==> src/verilog/plc_pkg.sv <==
package plc_pkg;

  // Register map
  localparam logic [11:0] LINK_CAPABILITY_OFFSET = 12'h04c;

  // Field positions
  localparam int SPEED_LSB    = 0;
  localparam int WIDTH_LSB    = 4;
  localparam int LOWPWR_LSB   = 10;
  localparam int FAST_EL_LSB  = 12;
  localparam int DEEP_EL_LSB  = 15;
  localparam int REFCLK_BIT   = 18;
  localparam int SDOWN_BIT    = 19;
  localparam int LACTIVE_BIT  = 20;
  localparam int BWNOTIFY_BIT = 21;
  localparam int PORT_ID_LSB  = 24;

  // Reset values
  localparam logic [3:0] SPEED_RESET    = 4'h2;
  localparam logic [5:0] WIDTH_RESET    = 6'h04;
  localparam logic [1:0] LOWPWR_RESET   = 2'h3;
  localparam logic [2:0] FAST_EL_RESET  = 3'h6;
  localparam logic [2:0] DEEP_EL_RESET  = 3'h2;
  localparam logic       REFCLK_RESET   = 1'h0;
  localparam logic       DOWNSTREAM_CAP = 1'h1;

  // Valid width codes
  localparam logic [5:0] WIDTH_X1 = 6'h01;
  localparam logic [5:0] WIDTH_X2 = 6'h02;
  localparam logic [5:0] WIDTH_X4 = 6'h04;
  localparam logic [5:0] WIDTH_X8 = 6'h08;

  // Writable capability fields, lock protected
  typedef struct packed {
    logic       bw_notify;
    logic       link_active;
    logic       surprise_down;
    logic       refclk_removal;
    logic [2:0] deep_exit;
    logic [2:0] fast_exit;
    logic [1:0] lowpower;
    logic [5:0] max_width;
  } plc_fields_type;

endpackage

==> src/verilog/plc_link_cap.sv <==
`timescale 1ns/1ns
// Behaviour
// Bits 3:0 read-only speed, 1/2 codes
// Speed field resets to 0x2
// Bits 9:4 max width, reset x4
// Invalid width accepted, port uses default
// Written width kept; smaller forces narrower
// Bits 11:10 power support, reset 0x3
// Bits 14:12 fast exit latency, 0x6
// Bits 17:15 deep exit latency, 0x2
// Bit 18 refclk removal, reset 0
// Bit 19 surprise down; upstream zero
// Bit 20 link active; advertise only
// Bit 21 bandwidth notify; upstream zero
// Port number 31:24; 23:22 zero
// Locked fields writable only when unlocked
module plc_link_cap
  import plc_pkg::*;
#(
  parameter logic [7:0] PORT_NUMBER = 8'h00,
  parameter bit         UPSTREAM    = 1'b1
)(
  // Clock and reset
  input  wire logic        REF_CLK,
  input  wire logic        RST,
  // Register port
  input  wire logic [11:0] ADDR,
  input  wire logic [31:0] WDATA,
  input  wire logic        WR,
  input  wire logic        RD,
  output logic      [31:0] RDATA,
  // Device-level unlock
  input  wire logic        REG_UNLOCK,
  // Effective link settings
  output logic      [5:0]  LINK_WIDTH,
  output logic      [3:0]  LINK_SPEED,
  output logic             LINK_ACTIVE_STATUS_EN
);

  ////////////////////////////////////////////////////////////////
  // Decode
  plc_fields_type fld_r;
  plc_fields_type fld_nxt;
  logic [31:0]    rdata_r;
  logic [5:0]     width_r;
  wire            hit       = (ADDR == LINK_CAPABILITY_OFFSET);
  wire            wr_hit    = WR && hit;
  // Unlock gates writes
  wire            wr_ok     = wr_hit && REG_UNLOCK;
  wire logic [5:0] wr_width = WDATA[WIDTH_LSB +: 6];
  // Width code check
  wire            width_ok  = (fld_r.max_width == WIDTH_X1) ||
                              (fld_r.max_width == WIDTH_X2) ||
                              (fld_r.max_width == WIDTH_X4) ||
                              (fld_r.max_width == WIDTH_X8);
  // Downstream-only bits stay zero upstream
  wire            down_ok   = !UPSTREAM;

  ////////////////////////////////////////////////////////////////
  // Next field values
  always_comb
  begin
    fld_nxt = fld_r;
    if (wr_ok)
    begin
      // Software value stored verbatim
      fld_nxt.max_width      = wr_width;
      // Power support written
      fld_nxt.lowpower       = WDATA[LOWPWR_LSB +: 2];
      // Fast latency written
      fld_nxt.fast_exit      = WDATA[FAST_EL_LSB +: 3];
      // Deep latency written
      fld_nxt.deep_exit      = WDATA[DEEP_EL_LSB +: 3];
      // Refclk bit written
      fld_nxt.refclk_removal = WDATA[REFCLK_BIT];
      // Upstream held zero
      fld_nxt.surprise_down  = WDATA[SDOWN_BIT] & down_ok;
      // Advertised value only
      fld_nxt.link_active    = WDATA[LACTIVE_BIT] & down_ok;
      // Upstream held zero
      fld_nxt.bw_notify      = WDATA[BWNOTIFY_BIT] & down_ok;
    end
  end

  // Speed code is its reset value
  // Read image with port number
  wire logic [31:0] read_image = {PORT_NUMBER, 2'h0,
                                  fld_r.bw_notify, fld_r.link_active,
                                  fld_r.surprise_down, fld_r.refclk_removal,
                                  fld_r.deep_exit, fld_r.fast_exit,
                                  fld_r.lowpower, fld_r.max_width,
                                  SPEED_RESET};

  // Invalid code falls back to default
  wire logic [5:0] width_nxt = width_ok ? fld_r.max_width : WIDTH_RESET;

  ////////////////////////////////////////////////////////////////
  // Registers
  always_ff @(posedge REF_CLK)
  begin
    if (RST)
    begin
      // Width resets to x4
      fld_r.max_width      <= WIDTH_RESET;
      fld_r.lowpower       <= LOWPWR_RESET;
      fld_r.fast_exit      <= FAST_EL_RESET;
      fld_r.deep_exit      <= DEEP_EL_RESET;
      fld_r.refclk_removal <= REFCLK_RESET;
      // Port-type dependent defaults
      fld_r.surprise_down  <= DOWNSTREAM_CAP & down_ok;
      fld_r.link_active    <= DOWNSTREAM_CAP & down_ok;
      fld_r.bw_notify      <= DOWNSTREAM_CAP & down_ok;
      rdata_r              <= 32'h0000_0000;
      width_r              <= WIDTH_RESET;
    end
    else
    begin
      fld_r   <= fld_nxt;
      // Unmapped reads answer zero
      rdata_r <= (RD && hit) ? read_image : 32'h0000_0000;
      // Valid stored width drives link
      width_r <= width_nxt;
    end
  end

  ////////////////////////////////////////////////////////////////
  // Outputs
  assign RDATA      = rdata_r;
  assign LINK_WIDTH = width_r;
  // Speed fixed, read only
  assign LINK_SPEED = SPEED_RESET;
  // Status always reported
  assign LINK_ACTIVE_STATUS_EN = 1'b1;

  ////////////////////////////////////////////////////////////////
  // Checks
  a_speed_fixed: assert property (@(posedge REF_CLK) disable iff (RST)
    RD && hit |=> RDATA[3:0] == 4'h2)
    else $error("speed field not 2");

  a_reserved_zero: assert property (@(posedge REF_CLK) disable iff (RST)
    RD && hit |=> RDATA[23:22] == 2'h0 && RDATA[31:24] == PORT_NUMBER)
    else $error("reserved or port id wrong");

  a_locked_hold: assert property (@(posedge REF_CLK) disable iff (RST)
    wr_hit && !REG_UNLOCK |=> $stable(fld_r))
    else $error("locked write changed fields");

  a_width_store: assert property (@(posedge REF_CLK) disable iff (RST)
    wr_ok |=> fld_r.max_width == $past(WDATA[9:4]))
    else $error("written width not kept");

  a_width_apply: assert property (@(posedge REF_CLK) disable iff (RST)
    wr_ok && !(WDATA[9:4] inside {6'h01, 6'h02, 6'h04, 6'h08}) |=> ##1 LINK_WIDTH == 6'h04)
    else $error("invalid width not defaulted");

  a_width_valid: assert property (@(posedge REF_CLK) disable iff (RST)
    wr_ok && WDATA[9:4] == 6'h01 |=> ##1 LINK_WIDTH == 6'h01)
    else $error("narrow width not applied");

  a_upstream_zero: assert property (@(posedge REF_CLK) disable iff (RST)
    UPSTREAM |-> !fld_r.surprise_down && !fld_r.bw_notify && !fld_r.link_active)
    else $error("upstream bits not zero");

  a_status_on: assert property (@(posedge REF_CLK) disable iff (RST)
    $rose(fld_r.link_active) || $fell(fld_r.link_active) |-> LINK_ACTIVE_STATUS_EN)
    else $error("status reporting dropped");

  a_read_quiet: assert property (@(posedge REF_CLK) disable iff (RST)
    !RD |=> RDATA == 32'h0000_0000)
    else $error("read data outside answer cycle");

  ////////////////////////////////////////////////////////////////
  // Reset defaults, seen at the first edge after release
  a_reset_width: assert property (@(posedge REF_CLK) disable iff (RST)
    $past(RST) |->
    fld_r.max_width == WIDTH_RESET && LINK_WIDTH == WIDTH_RESET)
    else $error("width not x4 after reset");

  a_reset_lowpower: assert property (@(posedge REF_CLK) disable iff (RST)
    $past(RST) |->
    fld_r.lowpower == LOWPWR_RESET)
    else $error("power support default wrong");

  a_reset_fast_exit: assert property (@(posedge REF_CLK) disable iff (RST)
    $past(RST) |->
    fld_r.fast_exit == FAST_EL_RESET)
    else $error("fast exit default wrong");

  a_reset_deep_exit: assert property (@(posedge REF_CLK) disable iff (RST)
    $past(RST) |->
    fld_r.deep_exit == DEEP_EL_RESET)
    else $error("deep exit default wrong");

  a_reset_refclk: assert property (@(posedge REF_CLK) disable iff (RST)
    $past(RST) |->
    fld_r.refclk_removal == REFCLK_RESET)
    else $error("refclk removal default wrong");

  a_reset_sdown: assert property (@(posedge REF_CLK) disable iff (RST)
    $past(RST) |->
    fld_r.surprise_down == !UPSTREAM)
    else $error("surprise down default wrong");

  a_reset_lactive: assert property (@(posedge REF_CLK) disable iff (RST)
    $past(RST) |->
    fld_r.link_active == !UPSTREAM)
    else $error("link active default wrong");

  a_reset_bwnotify: assert property (@(posedge REF_CLK) disable iff (RST)
    $past(RST) |->
    fld_r.bw_notify == !UPSTREAM)
    else $error("bandwidth notify default wrong");

  ////////////////////////////////////////////////////////////////
  // Unlocked writes land field by field
  a_write_lowpower: assert property (@(posedge REF_CLK) disable iff (RST)
    wr_ok |=>
    fld_r.lowpower == $past(WDATA[11:10]))
    else $error("power support write lost");

  a_write_fast: assert property (@(posedge REF_CLK) disable iff (RST)
    wr_ok |=>
    fld_r.fast_exit == $past(WDATA[14:12]))
    else $error("fast exit write lost");

  a_write_deep: assert property (@(posedge REF_CLK) disable iff (RST)
    wr_ok |=>
    fld_r.deep_exit == $past(WDATA[17:15]))
    else $error("deep exit write lost");

  a_write_refclk: assert property (@(posedge REF_CLK) disable iff (RST)
    wr_ok |=>
    fld_r.refclk_removal == $past(WDATA[18]))
    else $error("refclk write lost");

  a_write_sdown: assert property (@(posedge REF_CLK) disable iff (RST)
    wr_ok |=>
    fld_r.surprise_down == ($past(WDATA[19]) && !UPSTREAM))
    else $error("surprise down write wrong");

  a_write_lactive: assert property (@(posedge REF_CLK) disable iff (RST)
    wr_ok |=>
    fld_r.link_active == ($past(WDATA[20]) && !UPSTREAM))
    else $error("link active write wrong");

  a_write_bwnotify: assert property (@(posedge REF_CLK) disable iff (RST)
    wr_ok |=>
    fld_r.bw_notify == ($past(WDATA[21]) && !UPSTREAM))
    else $error("bandwidth notify write wrong");

  ////////////////////////////////////////////////////////////////
  // Read image carries each stored field
  a_read_width: assert property (@(posedge REF_CLK) disable iff (RST)
    RD && hit |=>
    RDATA[9:4] == $past(fld_r.max_width))
    else $error("width readback wrong");

  a_read_lowpower: assert property (@(posedge REF_CLK) disable iff (RST)
    RD && hit |=>
    RDATA[11:10] == $past(fld_r.lowpower))
    else $error("power support readback wrong");

  a_read_fast: assert property (@(posedge REF_CLK) disable iff (RST)
    RD && hit |=>
    RDATA[14:12] == $past(fld_r.fast_exit))
    else $error("fast exit readback wrong");

  a_read_deep: assert property (@(posedge REF_CLK) disable iff (RST)
    RD && hit |=>
    RDATA[17:15] == $past(fld_r.deep_exit))
    else $error("deep exit readback wrong");

  a_read_refclk: assert property (@(posedge REF_CLK) disable iff (RST)
    RD && hit |=>
    RDATA[18] == $past(fld_r.refclk_removal))
    else $error("refclk readback wrong");

  a_read_sdown: assert property (@(posedge REF_CLK) disable iff (RST)
    RD && hit |=>
    RDATA[19] == $past(fld_r.surprise_down))
    else $error("surprise down readback wrong");

  a_read_lactive: assert property (@(posedge REF_CLK) disable iff (RST)
    RD && hit |=>
    RDATA[20] == $past(fld_r.link_active))
    else $error("link active readback wrong");

  a_read_bwnotify: assert property (@(posedge REF_CLK) disable iff (RST)
    RD && hit |=>
    RDATA[21] == $past(fld_r.bw_notify))
    else $error("bandwidth notify readback wrong");

  ////////////////////////////////////////////////////////////////
  // Fixed values and refused accesses
  a_speed_code: assert property (@(posedge REF_CLK) disable iff (RST)
    1'b1 |->
    LINK_SPEED inside {4'h1, 4'h2})
    else $error("speed code reserved");

  a_status_const: assert property (@(posedge REF_CLK) disable iff (RST)
    1'b1 |->
    LINK_ACTIVE_STATUS_EN)
    else $error("status reporting off");

  a_width_hold: assert property (@(posedge REF_CLK) disable iff (RST)
    !wr_ok |=>
    $stable(fld_r.max_width))
    else $error("stored width altered by hardware");

  a_width_legal: assert property (@(posedge REF_CLK) disable iff (RST)
    1'b1 |->
    LINK_WIDTH inside {6'h01, 6'h02, 6'h04, 6'h08})
    else $error("link runs at reserved width");

  a_unmapped_write: assert property (@(posedge REF_CLK) disable iff (RST)
    WR && !hit |=>
    $stable(fld_r))
    else $error("unmapped write changed fields");

  a_read_unmapped: assert property (@(posedge REF_CLK) disable iff (RST)
    RD && !hit |=>
    RDATA == 32'h0000_0000)
    else $error("unmapped read not zero");

  a_upstream_read: assert property (@(posedge REF_CLK) disable iff (RST)
    RD && hit && UPSTREAM |=>
    RDATA[21:19] == 3'h0)
    else $error("upstream reads downstream bits");

  a_port_range: assert property (@(posedge REF_CLK) disable iff (RST)
    1'b1 |->
    RDATA[31:24] <= 8'h05)
    else $error("port number out of range");

  c_unlocked_write: cover property (@(posedge REF_CLK) disable iff (RST) wr_ok);
  c_locked_write: cover property (@(posedge REF_CLK) disable iff (RST) wr_hit && !REG_UNLOCK);
  c_read: cover property (@(posedge REF_CLK) disable iff (RST) RD && hit);
  c_bad_width: cover property (@(posedge REF_CLK) disable iff (RST) wr_ok && wr_width == 6'h03);
  c_narrow_width: cover property (@(posedge REF_CLK) disable iff (RST)
    wr_ok && wr_width == 6'h01);

endmodule

==> config.mk <==
export PLATFORM = sky130hd
export DESIGN_NAME = plc_link_cap
export DESIGN_NICKNAME = d
export VERILOG_FILES = /design/src/verilog/plc_pkg.sv /design/src/verilog/plc_link_cap.sv
export SDC_FILE = /design/constraint.sdc
export NUM_CORES = 1
export LEC_CHECK = 0
export ABC_AREA = 1
export BUFFER_PORTS_ARGS = -buffer_cell sky130_fd_sc_hd__buf_2
export CAP_MARGIN = 15
export CORE_ASPECT_RATIO = 0.8
export CORE_UTILIZATION = 43
export CTS_CLUSTER_SIZE = 30
export DETAILED_ROUTE_END_ITERATION = 8
export HOLD_SLACK_MARGIN = 0.15
export PLACE_DENSITY = 0.84
export REMOVE_ABC_BUFFERS = 1
export SKIP_CTS_REPAIR_TIMING = 1
export SYNTH_ARGS = -nofsm -noshare
export SYNTH_HDL_FRONTEND = slang
export SYNTH_SLANG_ARGS = --single-unit
export TNS_END_PERCENT = 10
==> constraint.sdc <==
create_clock -name REF_CLK -period 1.35 [get_ports REF_CLK]
set_input_delay 0.27 -clock REF_CLK [delete_from_list [all_inputs] [get_ports REF_CLK]]
set_output_delay 0.27 -clock REF_CLK [all_outputs]
set_load 0.03 [all_outputs]
* Yosys cells after proc, flatten, opt, wreduce, memory -nomap -nowiden
Cells that the tools add are included.
** Word-level totals
- Word-level logic and storage cells :: 24
- RAM bits :: 0
- Flip-flop bits (word level) :: 50
- Input port bits :: 49
- Output and inout bits :: 43
- Memories kept :: 0
- Bits in read-only memories :: 0
- Bits in latches :: 0
** Cells by class
- Div/mod/pow operators :: 0
- Shift-type cells :: 0
- Mux-type cells :: 1
- Add/subtract/negate cells :: 0
- Bitwise gates (word level) :: 2
- Reductions and logical operators :: 8
- Equal/unequal tests :: 5
- $lt $le $gt $ge :: 0
- Multiply operators :: 0
** Operators with widths (count)
- 12-bit by 7-bit equality test with 1-bit output (second input constant) :: 1
- 6-bit by 1-bit equality test with 1-bit output (second input constant) :: 1
- 6-bit by 2-bit equality test with 1-bit output (second input constant) :: 1
- 6-bit by 3-bit equality test with 1-bit output (second input constant) :: 1
- 6-bit by 4-bit equality test with 1-bit output (second input constant) :: 1
- 2-bit OR reduction :: 2
- 1-bit logical AND :: 3
- 1-bit logical OR :: 3
- 2-bit 2-to-1 mux :: 1
- 1-bit NOT :: 2

* Longest topological paths before layout
Gate-level depths: netlist of the first run.
- Word-level depth :: 6
- Depth in mapped cells :: 9
- Depth with buffers taken out :: 8

* Least setup slack after synthesis of the first run
Ideal clock, no wire load.
- Path type :: input to register
- Start :: input ADDR[8]
- End :: register fld_r[13] in the netlist's numbering
- Data required time :: 1239 ps
- Path buffers :: 1
- Stages on the path :: 7
- Arrival time :: 1022 ps
- Setup time :: 111 ps
- Slack :: 217 ps
- Cell sequence :: inv_1 -> nand2_1 -> nor2_2 -> buf_2 -> nand4_1 -> nand2_1 -> nor2_1
** Between the ends
- Longest elaborated chain between the ends :: 3
** RTL lines
- start, declared :: line plc_link_cap.sv:27 : input wire logic [11:0] ADDR,
- 12-bit by 7-bit equality test with 1-bit output :: line plc_link_cap.sv:46 : wire hit = (ADDR == LINK_CAPABILITY_OFFSET);
- 1-bit logical AND :: line plc_link_cap.sv:47 : wire wr_hit = WR && hit;
- 1-bit logical AND :: line plc_link_cap.sv:49 : wire wr_ok = wr_hit && REG_UNLOCK;
- end signal, assigned :: line plc_link_cap.sv:118 : fld_r <= fld_nxt;
- end, declared :: line plc_link_cap.sv:42 : plc_fields_type fld_r;
No other way between the ends.
A chain may end at the register's enable or synchronous reset.

* Worst setup path in the final report of the first run
- Start :: register width_r[2] (netlist: LINK_WIDTH[2])
- End :: output LINK_WIDTH[2]
** RTL lines
- start, declared :: line plc_link_cap.sv:45 : logic [5:0] width_r;
- start signal, assigned :: line plc_link_cap.sv:122 : width_r <= width_nxt;
- end, declared :: line plc_link_cap.sv:35 : output logic [5:0] LINK_WIDTH,
No word-level cell between the ends.

==> results of run 1 <==
-- synth_stat cells --
cell type,number
sky130_fd_sc_hd__nand2_2,5
sky130_fd_sc_hd__nor2_2,1
sky130_fd_sc_hd__nor2_1,37
sky130_fd_sc_hd__dfxtp_1,37
sky130_fd_sc_hd__nand4_1,16
sky130_fd_sc_hd__conb_1,2
sky130_fd_sc_hd__clkinv_1,1
sky130_fd_sc_hd__nand2_1,30
sky130_fd_sc_hd__buf_6,1
sky130_fd_sc_hd__nand3_1,8
sky130_fd_sc_hd__o211ai_1,1
sky130_fd_sc_hd__inv_2,7
sky130_fd_sc_hd__buf_4,21
sky130_fd_sc_hd__nand3_4,1
sky130_fd_sc_hd__nand4_2,1
sky130_fd_sc_hd__buf_1,1
sky130_fd_sc_hd__clkbuf_1,1
sky130_fd_sc_hd__inv_1,34
sky130_fd_sc_hd__nor2_8,1
sky130_fd_sc_hd__buf_2,3
-- tightest hold or removal path: stages --
cell                      delay [ps]
sky130_fd_sc_hd__buf_2            80
sky130_fd_sc_hd__nand4_1          70
sky130_fd_sc_hd__nand3_1          80
-- per-stage QoR --
stage	std cells	setup slack, ps	hold slack (ps)	cell area [sq um]
floorplan	203	95.8	408	1470
global placement	304	85.1	415	1830
detailed placement	304	25.7	419	1830
CTS	312	263	241	1970
global route	312	235	257	1970
finish	312	272	246	1970
-- area by class of cell --
class	instances	area, sq um
Tap cell	42	52.6
Timing Repair Buffer	59	310
Multi-Input combinational cell	124	573
Sequential cell	37	741
Clock buffer	5	68.8
Clock inverter	3	65.1
Fill cell	327	1500
Inverter	42	158
-- registers in the layout, summed over array words and instances, names as in the netlist --
| name | count |
|---|---|
| RDATA | 16 |
| LINK_WIDTH | 6 |
| fld_r | 15 |
-- where the power goes --
| group | switching, mW | total (mW) | internal [mW] |
|---|---|---|---|
| Combinational | 0.142 | 0.195 | 0.0527 |
| Clock | 0.376 | 1.11 | 0.733 |
| Sequential | 0.000618 | 1.09 | 1.09 |
| Total | 0.519 | 2.40 | 1.88 |
-- cells in the final DEF (no fill, tap or decap), types with 2 or more instances in the layout --
master                      netlist  final
sky130_fd_sc_hd__buf_2            3     53
sky130_fd_sc_hd__buf_4           21      6
sky130_fd_sc_hd__bufinv_16        0      2
sky130_fd_sc_hd__clkbuf_8         0      5
sky130_fd_sc_hd__conb_1           2     23
sky130_fd_sc_hd__dfxtp_1         37     37
sky130_fd_sc_hd__inv_1           34     34
sky130_fd_sc_hd__inv_2            7      7
sky130_fd_sc_hd__nand2_1         30     30
sky130_fd_sc_hd__nand2_2          5      5
sky130_fd_sc_hd__nand3_1          8      8
sky130_fd_sc_hd__nand4_1         16     16
sky130_fd_sc_hd__nor2_1          37     37
-- worst min-delay path by stage --
stage / start / to / slack (ps) / cells after the start
4_1_cts: WDATA[10] / fld_r[6] / 240 / 3
3_5_place_dp: fld_r[10] / RDATA[14] / 420 / 2
5_1_grt: WDATA[14] / fld_r[10] / 260 / 3
6_report: WDATA[10] / fld_r[6] / 250 / 3
3_3_place_gp: fld_r[12] / RDATA[16] / 410 / 2
2_1_floorplan: fld_r[6] / RDATA[10] / 410 / 2
-- logic make-up after synthesis --
group | count (synthesis) | synth area share, %
AOI/OAI and AO/OA | 1 | 0.474
other | 2 | 0.474
DFF | 37 | 46.8
buffers and inverters | 69 | 22.0
and+or+nand+nor | 100 | 30.3
-- routing by layer --
| layer | track usage [%] | part of all wire, % | vias to the layer above | wire [um] |
|---|---|---|---|---|
| met5 | 0 | 0 | - | 0 |
| met1 | 20.4 | 46 | 552 | 1310 |
| met2 | 22.4 | 42 | 68 | 1180 |
| met3 | 6.82 | 10 | 6 | 292 |
| met4 | 6.86 | 1.9 | 0 | 53 |
| li1 | - | - | 701 | - |
==> summary.txt, run 1 <==
FP Rows: 19
share of the synthesized area in the top cell type: 46.8%
number of levels the H-tree was split into: 2
layout overhead on the synthesized area: 24.2%
reg-to-reg critical path startpoint: fld_r[2]
largest net degree at the start of global routing: 17
Bufs and invs on worst path: 1
Residual DRC: 0
share of cells above drive strength 1: 30.7%
top fanout value on the critical path: 1
maximum achievable frequency: 0.928 GHz
clk slew on worst S/H paths: 70 ps
average instance area after synthesis: 7.58 sq um
final total power: 2.40 mW
category of the worst setup path capture point: primary output
total clock sinks: 37
final setup skew: 5.04 ps
Total Routed Length: 2830 um
post-synthesis cell count: 209
dpl hpwl: 2120 um
final number of max-transition violations: 0
Die Ht: 56.3 um
initial antenna violation count: 0
worst r2r dst: LINK_WIDTH[3]
clock latency of the later-clocked register in the worst-skew pair: 290 ps
x dimension of the die: 69.9 um
Yosys warning count: 0
post-synthesis register bit count: 37
number of buffers created by CTS: 5
clock root buffer master: sky130_fd_sc_hd__clkbuf_8
IR Drop Worst-Case VDD: 521 uV
beginning of the critical path: LINK_WIDTH[2]
total standard cell area after synthesis: 0.00158 sq mm
I/O pin total: 92
setup repair after global routing missed its margin: no
final design utilization: 56.7%
Buffers on Ports: 53
clock period minus final worst setup slack: 1080 ps
deepest clock path buffer count: 2
leakage power summed over all cells: 1.15 nW
CTS tree: built
ratio of total power to cell area: 1220 mW/mm^2
endpoints failing hold: 0
Slowest Stage Delay on Critical Path: 330 ps
CP top delay family: flip-flops
area of the core: 0.00347 sq mm
setup slack, reg-to-reg: 370 ps
Worst Path Arrival: 810 ps
Hold WC Path Type: primary input to register
final RePlAce weighted congestion: 0.719
Critical Path RT: 1080 ps
leading area contributor after synthesis: sky130_fd_sc_hd__dfxtp_1
number of global-route vias before repair: 1,052
Period Utilization, post-route: 79.8%
cells along the critical path: buf_2
Crit path depth: 1
crit path launch type: register
cell types occupying the most area after synthesis: sky130_fd_sc_hd__dfxtp_1, sky130_fd_sc_hd__buf_4, sky130_fd_sc_hd__nor2_1
diode insertion count for antenna repair: 0
final setup violation count: 0
part of the Yosys area used for sequential elements: 46.8%
cell depth of the worst flop-to-flop path: 7
Global Route Usage Sum: 15.6%
number of optimization iterations in the first detailed-route pass: 4
Slowest-stage cell, CP: sky130_fd_sc_hd__dfxtp_1
number of maximum-capacitance violations: 0
Post-Route Setup TNS: 0 ps
effective utilization at floorplan: 45.6%
DRT antenna net count: 0
outcome: finished clean
crit path capture: LINK_WIDTH[2]
initial drt markers: 53
global-route wire length before repair: 4670 um
Avg Vias per Cell: 4.25
critical setup path kind: register to primary output
routed wirelength normalized by instance count: 9.08 um
die area: 0.00393 sq mm
vias after detailed routing: 1,327
number of nets in the layout: 318
GR Overflow Total: 0
unique cell type count in the Yosys netlist: 20
Power figures use the tool's default switching activity.
==> run 2: changes to the inputs <==
clock period = 1.12 ns   (was 1.35 ns; I/O delays follow)
==> run 2 against run 1 <==
Via count up 1.3%. Worst setup slack got worse by 170 ps. Combinational power is 22% higher. Clock power shrank 22%. Clock skew down 1.2 ps. Routed wire length grew 1.9%. Critical path type unchanged. Largest power group is now sequential cells. Highest routed layer unchanged.
==> summary.txt, run 2 (synthesis results as in run 1) <==
most used cells in the layout excluding fill and tap cells: sky130_fd_sc_hd__buf_2, sky130_fd_sc_hd__dfxtp_1, sky130_fd_sc_hd__nor2_1
non-filler instance count after layout: 314
largest net degree at the start of global routing: 17
cells along the critical path: buf_2
FP Rows: 19
Slowest Stage Delay on Critical Path: 320 ps
maximum achievable frequency: 0.981 GHz
initial drt markers: 107
area of the multi-input gates: 573 sq um
routed wirelength normalized by instance count: 9.19 um
worst hold-check slack: 200 ps
clock root buffer master: sky130_fd_sc_hd__clkbuf_8
vias after detailed routing: 1,344
most common cell after layout, fill and taps aside: sky130_fd_sc_hd__buf_2
clock period minus final worst setup slack: 1020 ps
share of cells above drive strength 1: 30.9%
CTS tree: built
Residual DRC: 0
category of the worst setup path capture point: primary output
x dimension of the die: 69.9 um
number of global-route vias before repair: 1,132
Bufs and invs on worst path: 1
final RePlAce weighted congestion: 0.752
Avg Vias per Cell: 4.28
clock latency of the later-clocked register in the worst-skew pair: 290 ps
Slowest-stage cell, CP: sky130_fd_sc_hd__dfxtp_1
crit path launch type: register
number of buffers created by CTS: 5
Period Utilization, post-route: 91.0%
I/O pin total: 92
top fanout value on the critical path: 1
final total power: 2.42 mW
final design utilization: 56.0%
Global Route Usage Sum: 15.9%
Buffers on Ports: 53
Worst Path Arrival: 800 ps
effective utilization at floorplan: 45.6%
finished layout cell area: 0.00194 sq mm
layout overhead on the synthesized area: 22.7%
GR Overflow Total: 0
Critical Path RT: 900 ps
area of the core: 0.00347 sq mm
number of optimization iterations in the first detailed-route pass: 4
deepest clock path buffer count: 2
final setup skew: 3.80 ps
area of placed instances: 0.00186 sq mm
die area: 0.00393 sq mm
number of nets in the layout: 320
initial antenna violation count: 0
critical setup path kind: register to primary output
Placed Instances: 306
global-route wire length before repair: 4770 um
flip-flop count of the largest register, all copies and words added: 16
final setup violation count: 0
fillcell total: 330
CP top delay family: flip-flops
DRT antenna net count: 0
final number of max-transition violations: 0
Total Routed Length: 2890 um
leakage power summed over all cells: 1.15 nW
Die Ht: 56.3 um
Hold WC Path Type: primary input to register
number of maximum-capacitance violations: 0
outcome: finished clean
IR Drop Worst-Case VDD: 588 uV
endpoints failing hold: 0
number of levels the H-tree was split into: 2
ratio of total power to cell area: 1250 mW/mm^2
diode insertion count for antenna repair: 0
dpl hpwl: 2200 um
total clock sinks: 37
clk slew on worst S/H paths: 70 ps
largest register by flop count: RDATA
setup repair after global routing missed its margin: no
Sequential cell area: 741 sq um
==> run 2: cell types whose count changed in the layout (fill, tap and decap cells not counted), sizes merged <==
cell,delta
clkinv,+1
buf,+2
clkbuf,+1
bufinv,-2
==> run 2: layer usage <==
metal	wire (um)	up-vias	GRT usage [%]
li1	-	708	-
met1	1360	569	20.2
met2	1200	59	22.5
met3	252	8	7.00
met4	74	0	8.57
met5	0	-	0
==> run 2: tightest hold or removal path, cell delays in order <==
cell                      delay [ps]
sky130_fd_sc_hd__buf_2            70
sky130_fd_sc_hd__nand4_1          70
sky130_fd_sc_hd__nand3_1          80
==> run 2: report_power, final <==
part,internal [mW],switching (mW)
Combinational,0.0659,0.171
Sequential,1.32,0.000647
Clock,0.430,0.437
==> run 2: through the flow <==
step	setup slack, ps	TNS, ps
after detailed placement	-144	-2020
after floorplan	-88.2	-1220
after global routing	16.9	0
after CTS	87.9	0
final	100	0
after global placement	-76.9	-1060
==> run 2: final timing paths <==
path | start | end | slack, ps | depth (start not counted)
worst min register to register | fld_r[10] | RDATA[14] | 430 | 2
worst max register to register | fld_r[2] | LINK_WIDTH[1] | 140 | 7
worst max-delay path | LINK_WIDTH[2] | LINK_WIDTH[2] | 100 | 1
worst min-delay path | WDATA[11] | fld_r[7] | 200 | 3
==> run 2: cell type report <==
| cell class | instances | area share, % |
|---|---|---|
| Clock inverter | 2 | 0.515 |
| Sequential cell | 37 | 38.1 |
| Inverter | 42 | 8.11 |
| Timing Repair Buffer | 61 | 17.4 |
| Multi-Input combinational cell | 124 | 29.5 |
| Clock buffer | 6 | 3.73 |
| Tap cell | 42 | 2.70 |
